==> src/rtl/srh_pkg.sv <==
/*
  Shared constants and carrier types for the static memory host controller.
  Assumes a 200 MHz core clock and the memory's slower grade timings.
*/
package srh_pkg;
  localparam int ADDR_W = 20;
  localparam int DATA_W = 16;
  localparam int LANE_W = 8;
  localparam int LANES = 2;
  localparam int CLK_PERIOD_NS = 5;
  // Slower speed grade figures, in ns
  localparam int ADDR_TO_DATA_NS = 15;
  localparam int WE_TO_FLOAT_NS = 8;
  localparam int DATA_SETUP_NS = 8;
  localparam int WE_PULSE_NS = 12;
  localparam int CYCLE_NS = 15;
  localparam int TURN_NS = 8;
  // Longest-of and rounded-up cycle counts
  localparam int READ_CYC = (ADDR_TO_DATA_NS + CLK_PERIOD_NS - 1) / CLK_PERIOD_NS + 1;
  localparam int WP_NS = (WE_PULSE_NS > WE_TO_FLOAT_NS + DATA_SETUP_NS) ?
                         WE_PULSE_NS : WE_TO_FLOAT_NS + DATA_SETUP_NS;
  localparam int WRITE_CYC = (WP_NS + CLK_PERIOD_NS - 1) / CLK_PERIOD_NS;
  localparam int REC_CYC = (TURN_NS + CLK_PERIOD_NS - 1) / CLK_PERIOD_NS;
  localparam int CNT_W = 4;
  localparam int MIN_CYC_CYC = (CYCLE_NS + CLK_PERIOD_NS - 1) / CLK_PERIOD_NS;

  typedef struct packed {
    logic write;
    logic [LANES-1:0] lane_en;
    logic [ADDR_W-1:0] addr;
    logic [DATA_W-1:0] wdata;
  } srh_req_t;

  typedef struct packed {
    logic chip_select_first_n;
    logic chip_select_second;
    logic oe_n;
    logic we_n;
    logic lower_lane_enable_n;
    logic upper_lane_enable_n;
    logic [ADDR_W-1:0] addr;
  } srh_pins_t;

  typedef enum logic [1:0] {ST_IDLE, ST_READ, ST_WRITE, ST_RECOVER} srh_state_t;
endpackage

==> src/rtl/srh_ctrl.sv <==
/*
  Host-side controller for an asynchronous 1M x 16 static memory with ECC.
  Assumes the memory sits on board pins; data and error come back unsynchronised
  and are sampled through two flip-flops before use.
*/
// Operation
// - Hold write data stable around whichever strobe ends the write.
// - Write-strobe-led write with output enable low lasts float delay plus setup.
// - Never drive data lines while the memory may be driving them.
// - Keep write strobe high throughout every read.
// - Address is valid no later than select falling.
// - Drive all control pins to valid levels even when deselected.
// - Never drive the error pin from outside.
module srh_ctrl
  import srh_pkg::*;
(
  input wire logic core_clk_i,
  input wire logic rst_n_i,
  input wire logic clk_en_i,
  input wire srh_pkg::srh_req_t req_i,
  input wire logic req_valid_i,
  output logic req_ready_o,
  output logic [srh_pkg::DATA_W-1:0] rdata_o,
  output logic rerr_o,
  output logic rvalid_o,
  output srh_pkg::srh_pins_t pins_o,
  output logic [srh_pkg::DATA_W-1:0] dq_out_o,
  output logic [srh_pkg::LANES-1:0] dq_oe_o,
  input wire logic [srh_pkg::DATA_W-1:0] dq_in_i,
  input wire logic err_in_i
);
  import srh_pkg::*;

  typedef struct packed {
    srh_state_t st;
    logic [CNT_W-1:0] cnt;
    srh_pins_t pins;
    logic [DATA_W-1:0] dq_out;
    logic [LANES-1:0] dq_oe;
    logic [DATA_W-1:0] rdata;
    logic rerr;
    logic rvalid;
    logic ready;
    logic [LANES-1:0] lanes;
    logic [DATA_W:0] sync1;
    logic [DATA_W:0] sync2;
  } srh_st_t;

  localparam srh_pins_t PINS_IDLE = '{chip_select_first_n: 1'b1, chip_select_second: 1'b0,
    oe_n: 1'b1, we_n: 1'b1, lower_lane_enable_n: 1'b1, upper_lane_enable_n: 1'b1,
    addr: '0};

  srh_st_t q;
  srh_st_t next_q;
  logic [LANES-1:0] lane_mask;

  // One lane mask bit per byte of returned data
  genvar gi;
  generate
    for (gi = 0; gi < LANES; gi++) begin : g_lane
      assign lane_mask[gi] = q.lanes[gi];
    end
  endgenerate

  always_comb begin
    next_q = q;
    next_q.rvalid = 1'b0;
    // error pin only sampled
    // Synchroniser: second stage reads only the first
    next_q.sync1 = {err_in_i, dq_in_i};
    next_q.sync2 = q.sync1;
    case (q.st)
      ST_IDLE: begin
        next_q.ready = 1'b1;
        if (req_valid_i && q.ready && (req_i.lane_en != '0)) begin
          next_q.ready = 1'b0;
          next_q.lanes = req_i.lane_en;
          next_q.pins.addr = req_i.addr;
          next_q.pins.chip_select_first_n = 1'b0;
          next_q.pins.chip_select_second = 1'b1;
          next_q.pins.lower_lane_enable_n = ~req_i.lane_en[0];
          next_q.pins.upper_lane_enable_n = ~req_i.lane_en[1];
          if (req_i.write) begin
            // output enable off so the memory floats before we drive
            next_q.pins.oe_n = 1'b1;
            next_q.pins.we_n = 1'b0;
            next_q.dq_out = req_i.wdata;
            next_q.dq_oe = req_i.lane_en;
            next_q.cnt = CNT_W'(WRITE_CYC);
            next_q.st = ST_WRITE;
          end else begin
            next_q.pins.we_n = 1'b1;
            next_q.pins.oe_n = 1'b0;
            next_q.dq_oe = '0;
            // Extra cycle: the captured word must have crossed both sync stages after access
            next_q.cnt = CNT_W'(READ_CYC + 1);
            next_q.st = ST_READ;
          end
        end
      end
      ST_WRITE: begin
        if (q.cnt == CNT_W'(1)) begin
          // strobe rises first, data held one more cycle
          next_q.pins.we_n = 1'b1;
          next_q.cnt = CNT_W'(REC_CYC);
          next_q.st = ST_RECOVER;
        end else begin
          next_q.cnt = q.cnt - CNT_W'(1);
        end
      end
      ST_READ: begin
        if (q.cnt == CNT_W'(1)) begin
          next_q.rdata = q.sync2[DATA_W-1:0] &
                         {{LANE_W{lane_mask[1]}}, {LANE_W{lane_mask[0]}}};
          next_q.rerr = q.sync2[DATA_W];
          next_q.rvalid = 1'b1;
          next_q.pins.oe_n = 1'b1;
          next_q.cnt = CNT_W'(REC_CYC);
          next_q.st = ST_RECOVER;
        end else begin
          next_q.cnt = q.cnt - CNT_W'(1);
        end
      end
      ST_RECOVER: begin
        // park pins at valid idle levels
        next_q.pins = PINS_IDLE;
        next_q.pins.addr = q.pins.addr;
        next_q.dq_oe = '0;
        if (q.cnt == CNT_W'(1)) begin
          next_q.st = ST_IDLE;
          next_q.ready = 1'b1;
        end else begin
          next_q.cnt = q.cnt - CNT_W'(1);
        end
      end
      default: begin
        next_q.st = ST_IDLE;
      end
    endcase
  end

  always_ff @(posedge core_clk_i or negedge rst_n_i) begin
    if (!rst_n_i) begin
      q <= '{st: ST_IDLE, cnt: '0, pins: PINS_IDLE, dq_out: '0, dq_oe: '0, rdata: '0,
             rerr: 1'b0, rvalid: 1'b0, ready: 1'b0, lanes: '0, sync1: '0, sync2: '0};
    end else if (clk_en_i) begin
      q <= next_q;
    end
  end

  assign req_ready_o = q.ready;
  assign rdata_o = q.rdata;
  assign rerr_o = q.rerr;
  assign rvalid_o = q.rvalid;
  assign pins_o = q.pins;
  assign dq_out_o = q.dq_out;
  assign dq_oe_o = q.dq_oe;

  AST_READ_WE_HIGH: assert property (@(posedge core_clk_i) disable iff (!rst_n_i)
    (q.st == ST_READ) |-> q.pins.we_n)
    else $error("write strobe low in read");
  AST_NO_DRIVE_OE: assert property (@(posedge core_clk_i) disable iff (!rst_n_i)
    (q.dq_oe != '0) |-> q.pins.oe_n)
    else $error("data driven with oe low");
  AST_SELECT_PAIR: assert property (@(posedge core_clk_i) disable iff (!rst_n_i)
    (q.st inside {ST_READ, ST_WRITE}) |-> (!q.pins.chip_select_first_n &&
    q.pins.chip_select_second))
    else $error("select not asserted");
  // four cycles cover float plus setup
  AST_WE_WIDTH: assert property (@(posedge core_clk_i) disable iff (!rst_n_i)
    (clk_en_i && $fell(q.pins.we_n)) |-> !q.pins.we_n [*4])
    else $error("write strobe too short");
  AST_DATA_HOLD: assert property (@(posedge core_clk_i) disable iff (!rst_n_i)
    (clk_en_i && $rose(q.pins.we_n)) |-> ($stable(q.dq_out) && $stable(q.dq_oe) &&
    (q.dq_oe != '0)))
    else $error("data changed at write end");
  AST_IDLE_LEVELS: assert property (@(posedge core_clk_i) disable iff (!rst_n_i)
    (q.st == ST_IDLE) |-> (q.pins.we_n && q.pins.oe_n && q.pins.chip_select_first_n &&
    !q.pins.chip_select_second && q.dq_oe == '0))
    else $error("idle pins not parked");
  AST_LANE_DRIVE: assert property (@(posedge core_clk_i) disable iff (!rst_n_i)
    (q.st == ST_WRITE) |-> (q.dq_oe == ~{q.pins.upper_lane_enable_n,
    q.pins.lower_lane_enable_n}))
    else $error("lane drive mismatch");
  AST_ADDR_STABLE: assert property (@(posedge core_clk_i) disable iff (!rst_n_i)
    (q.st inside {ST_READ, ST_WRITE}) && clk_en_i |=> $stable(q.pins.addr))
    else $error("address moved during access");
  AST_WE_OE_EXCL: assert property (@(posedge core_clk_i) disable iff (!rst_n_i)
    !(!q.pins.we_n && !q.pins.oe_n))
    else $error("write and output strobes both low");
  AST_ADDR_HELD_SEL: assert property (@(posedge core_clk_i) disable iff (!rst_n_i)
    (clk_en_i && !q.pins.chip_select_first_n) |=> $stable(q.pins.addr))
    else $error("address moved while selected");
  // turnaround gap after read; the memory needs time to float its drivers
  AST_TURN_GAP: assert property (@(posedge core_clk_i) disable iff (!rst_n_i)
    $rose(q.pins.oe_n) |-> (q.dq_oe == '0) [*2])
    else $error("data driven too soon after read");
  AST_WDATA_HELD: assert property (@(posedge core_clk_i) disable iff (!rst_n_i)
    (clk_en_i && !q.pins.we_n) |=> ($stable(q.dq_out) && $stable(q.dq_oe)))
    else $error("write data moved under strobe");
endmodule // srh_ctrl

==> config.mk <==
export PLATFORM = sky130hd
export DESIGN_NAME = srh_ctrl
export DESIGN_NICKNAME = d
export VERILOG_FILES = /design/src/rtl/srh_pkg.sv /design/src/rtl/srh_ctrl.sv
export SDC_FILE = /design/constraint.sdc
export NUM_CORES = 1
export LEC_CHECK = 0
export BUFFER_PORTS_ARGS = -buffer_cell sky130_fd_sc_hd__buf_4
export CELL_PAD_IN_SITES_DETAIL_PLACEMENT = 2
export CELL_PAD_IN_SITES_GLOBAL_PLACEMENT = 2
export CORE_AREA = 3 3 132 134
export DETAILED_ROUTE_END_ITERATION = 8
export DIE_AREA = 0 0 135 137
export HOLD_SLACK_MARGIN = 0.08
export MAX_ROUTING_LAYER = met4
export PLACE_DENSITY_LB_ADDON = 0.08
export SYNTH_ARGS = -nofsm -noshare
export SYNTH_HDL_FRONTEND = slang
export SYNTH_SLANG_ARGS = --single-unit
==> constraint.sdc <==
create_clock -name core_clk_i -period 1.8 [get_ports core_clk_i]
set_input_delay 0.18 -clock core_clk_i [delete_from_list [all_inputs] [get_ports core_clk_i]]
set_output_delay 0.18 -clock core_clk_i [all_outputs]
set_load 0.02 [all_outputs]
Word level (Yosys, flattened, before mapping)
Index checks and enable logic that the tools add are counted.
{ "word_totals": {"ff_bits": 105, "in_bits": 60, "out_inout_bits": 63, "wordCells": 71} }
{ "op_classes": {"addsub": 1, "eq_ne": 10, "mux": 20, "n_bitwise": 4, "reduce_logical": 18} }
{ "op_table": {"columns": ["operator", "n"], "rows": [
  ["$mux W50", 1],
  ["$pmux W22 S2", 1],
  ["$reduce_and A4 Y1", 5],
  ["$pmux W6 S3", 1],
  ["$and A16 B16 Y16", 1],
  ["$mux W16", 1],
  ["$reduce_and A3 Y1", 5],
  ["$ne A2 B2 Y1 const B", 5],
  ["$mux W2", 4],
  ["$mux W4", 2],
  ["$pmux W2 S2", 2],
  ["$mux W6", 1],
  ["$pmux W1 S3", 2],
  ["$reduce_bool A3 Y1", 2],
  ["$eq A2 B2 Y1 const B", 2],
  ["$eq A4 B1 Y1 const B", 1],
  ["$reduce_bool A2 Y1", 2],
  ["$sub A4 B1 Y4 const B", 1],
  ["$mux W1", 3],
  ["$mux W3", 1],
  ["$not A1 Y1", 3],
  ["$eq A2 B1 Y1 const B", 1],
  ["$logic_and A1 B1 Y1", 2],
  ["$logic_not A2 Y1", 1],
  ["3 further kinds", 3]
]} }

Depth between registers and ports, before layout
{ "depth": {"ltp_word": 4, "depth_mapped": 8, "ltp_nobuf": 6} }

Worst setup path after synthesis
OpenSTA, ideal clock, no wires.
{ "synth_path": {"path_kind": "register to register", "from": "reg q[100] in the netlist's numbering", "to": "reg q, in the netlist pins_o[23]", "setup_time_ns": 0.082, "t_arrival_ns": 1.725, "t_required_ns": 1.718, "slack_ns": -0.007, "path_stages_with_launch": 8, "path_buffers": 2, "synth_period_minus_slack_ns": 1.807, "path_cell_list": "dfrtp_1 > inv_1 > ha_1 > or3b_1 > buf_6 > buf_6 > a211oi_2 > mux2_2"} }
{ "synth_via": {"elab_chain_cells": 3} }
{ "synth_rtl": {"columns": ["item", "line", "source"], "rows": [
  ["from (decl)", "srh_ctrl.sv:53", "srh_st_t q;"],
  ["from (signal assigned)", "srh_ctrl.sv:144", "q <= '{st: ST_IDLE, cnt: '0, pins: PINS_IDLE, dq_out: '0, dq_oe: '0, rdata: '0,"],
  ["from (signal assigned)", "srh_ctrl.sv:147", "q <= next_q;"],
  ["$eq A4 B1 Y1", "srh_ctrl.sv:112", "if (q.cnt == CNT_W'(1)) begin"],
  ["$ne A2 B2 Y1 (no line)", null, null],
  ["$reduce_and A4 Y1 (no line)", null, null]
]} }
Every way passes these cells.
A chain may end at the register's enable or synchronous reset.

Worst setup path in the final report
{ "layout_path": {"from": "reg q[100] in the netlist's numbering", "to": "reg q, in the netlist pins_o[22]"} }
{ "layout_via": {"elab_chain_cells": 3} }
{ "layout_rtl": {"columns": ["item", "line", "source"], "rows": [
  ["$eq A4 B1 Y1", "srh_ctrl.sv:102", "if (q.cnt == CNT_W'(1)) begin"],
  ["$ne A2 B2 Y1 (no line)", null, null],
  ["$reduce_and A4 Y1 (no line)", null, null]
]} }
Every way passes these cells.

==> impl_metrics.tcl <==
set metrics [dict create \
    holdPathStages 3 \
    area_growth_pct 34.87 \
    grt.overflow.total 0 \
    avgSynthCellArea_um2 11.29 \
    hold_viol 0 \
    wl_um 12880 \
    ys_ff_latch 105 \
    fin_crit_sh_pct 97.29 \
    netlist_area_mm2 0.004866 \
    drc 0 \
    clockRootBuffer "clkbuf_16" \
    critical_path_arrival_ps 2030 \
    slew_headroom_pct 71.08 \
    regArea_mm2 0.002635 \
    path_clk_slew_ps 80 \
    cts_buffers 9 \
    grt_pass1_wl_um 21030 \
    cp_max_fo 5 \
    synth_most_common_cell "dfrtp_1" \
    dp_cells 715 \
    synth_ff_type "dfrtp_1" \
    dpl.hpwl_um 8891 \
    htreeDepth 3 \
    fp-row-count 47 \
    irDropWorstVdd_uv 486.4 \
    fmax_mhz 571.0 \
    worst-setup-path-type "flip-flop to flip-flop" \
    die_h_um 137 \
    p_leak_nw 3.114 \
    grt_setup_unrepaired "true" \
    status "complete, no violations" \
    slew_viol_final 0 \
    multi_input_area_mm2 0.001697 \
    synth_edf_count 0 \
    power_density_mw_per_mm2 1556 \
    gp_congestion 0.6942 \
    core_area_mm2 0.01641 \
    grt_pass1_vias 3989 \
    cts.sinks 105 \
    die_w_um 135 \
    antenna_found_initial 0 \
    clockBufferDepth 2 \
    syn_inst 431 \
    yosys.area.top_type "dfrtp_1" \
    netlist-cell-type-count 39 \
    synth_top_area_share_pct 51.43 \
    die-area_mm2 0.01850 \
    ys_warn_count 0 \
    crit_path_start_kind "flip-flop" \
    synth_area_leaders "dfrtp_1, mux2_2, buf_4, nand2_1, o21ai_0" \
    grt_max_degree 63 \
    avgRoutedWirePerCell_um 16.47 \
    synth_nets 499 \
    synth_common_cells "dfrtp_1, buf_4, nand2_1" \
    period_needed_ps 1751 \
    synthArstFlopShare_pct 100.0 \
    finalClockSkew_ps 8.292 \
    drive_above_1_share_pct 41.28 \
    vias 3538 \
    r2r_cells 6 \
    dp_slack_ps -46.62 \
    clk-insertion-delay-late_ps 350 \
    fin_ws_ps 48.75 \
    drt_iter0_markers 108 \
    antenna_cells 0 \
    max-cap-violations 0 \
    final_nets 625 \
    viasPerCell 4.524 \
    setup_violations 0 \
    first_pass_iters 4 \
    cts_tree "done" \
    cp-end-kind "flip-flop" \
    io_pins 123 \
    fin_cells 782 \
    seq_area_frac_synth_pct 54.13 \
    portBuffers 122 \
    tightest_slew_ps 433.8 \
    n_fill_cell 1720 \
    grt_use_total_pct 14.85 \
    finalCoreUtilization_pct 40.00 \
    min_path_type "primary input to flip-flop" \
    required_ps 2080 \
    initial_core_util_pct 29.66 \
    ant_nets 0 \
]
worst max-delay path, stage by stage (launching register included):
cell and delay (ps):
dfrtp_1 400, inv_2 80, ha_4 120, or3b_4 400
buf_6 150, a211oi_2 210, mux2_4 320
layout by cell type (no fill, tap or decap), drive strengths merged, types with 2 or more instances in the layout:
cell type and count:
a211oi 2, a21o 3, a21oi 9, a22o 3
buf 148, clkbuf 9, clkinv 2, clkinvlp 2
dfrtp 100, dfstp 5, dlygate4sd3 49, ha 8
inv 9, mux2 57, nand2 62, nand3 21
nor2 10, nor3 2, o21ai 42, o2bb2ai 2
o31ai 3, o41ai 2
per-stage QoR:
step | hold slack [ps] | TNS (ps) | total power [mW] | cell area [µm²]
CTS | 80.75 | -1.635 | 10.34 | 6495
global route | 103.6 | -58.21 | 10.95 | 6563
detailed placement | 37.87 | -381.5 | 8.196 | 5704
global placement | 41.12 | 0 | 8.020 | 5704
finish | 86.88 | 0 | 10.21 | 6563
floorplan | -115.6 | 0 | 6.991 | 4870
repair_timing:
item	in CTS	in global routing
buffers inserted	0	2
setup endpoints to repair	18	61
resized for setup	7	12
hold buffers	49	0
endpoints found under the hold margin	148	0
gates cloned	0	0
pin swaps	4	3
logic make-up after synthesis:
family	after synthesis	synth area share (%)
flops	105	54.13
simple gates	100	9.103
buf+inv	88	12.01
compound gates	72	9.308
mux	58	13.40
fa+ha+maj	8	2.057
registers in the layout, summed over array words and instances (netlist names):
| name | flops |
|---|---|
| pins_o | 26 |
| q | 23 |
| next_q | 17 |
| dq_out_o | 16 |
| rdata_o | 16 |
| dq_oe_o | 2 |
| lane_mask | 2 |
| req_ready_o | 1 |
| rerr_o | 1 |
| rvalid_o | 1 |
power breakdown:
part | switching (mW) | internal (mW)
Sequential | 0.577 | 3.24
Combinational | 2.42 | 2.07
Clock | 0.953 | 0.955
Total | 3.95 | 6.26
worst paths after layout:
| kind | slack [ps] | endpoint | from |
|---|---|---|---|
| setup reg to reg | 50 | pins_o[22]$_DFFE_PN1P_ | q[100]$_DFFE_PN0P_ |
| hold / removal | 90 | pins_o[6]$_DFFE_PN0P_ | req_i[22] |
| hold reg to reg | 490 | pins_o[3]$_DFFE_PN0P_ | pins_o[3]$_DFFE_PN0P_ |
| min in group asynchronous | 210 | next_q[10]$_DFFE_PN0P_ | rst_n_i |
| setup / recovery | 50 | pins_o[22]$_DFFE_PN1P_ | q[100]$_DFFE_PN0P_ |
| max in group asynchronous | 880 | pins_o[23]$_DFFE_PN1P_ | rst_n_i |
area by class of cell:
| cell class | count | share of cell area [%] |
|---|---|---|
| Clock inverter | 7 | 0.8198 |
| Timing Repair Buffer | 197 | 25.21 |
| Inverter | 6 | 0.3432 |
| Clock buffer | 9 | 3.432 |
| Sequential cell | 105 | 40.15 |
| Tap cell | 220 | 4.194 |
| Multi-Input combinational cell | 238 | 25.85 |
layer usage:
| metal | GRT usage (%) | share of wire (%) | vias to the layer above |
|---|---|---|---|
| li1 | - | - | 1664 |
| met1 | 17.83 | 45 | 1781 |
| met2 | 24.87 | 50 | 81 |
| met3 | 3.125 | 4.4 | 12 |
| met4 | 5.319 | 1.4 | 0 |
| met5 | - | 0 | - |
No activity file was read; power rests on OpenSTA's default activity.
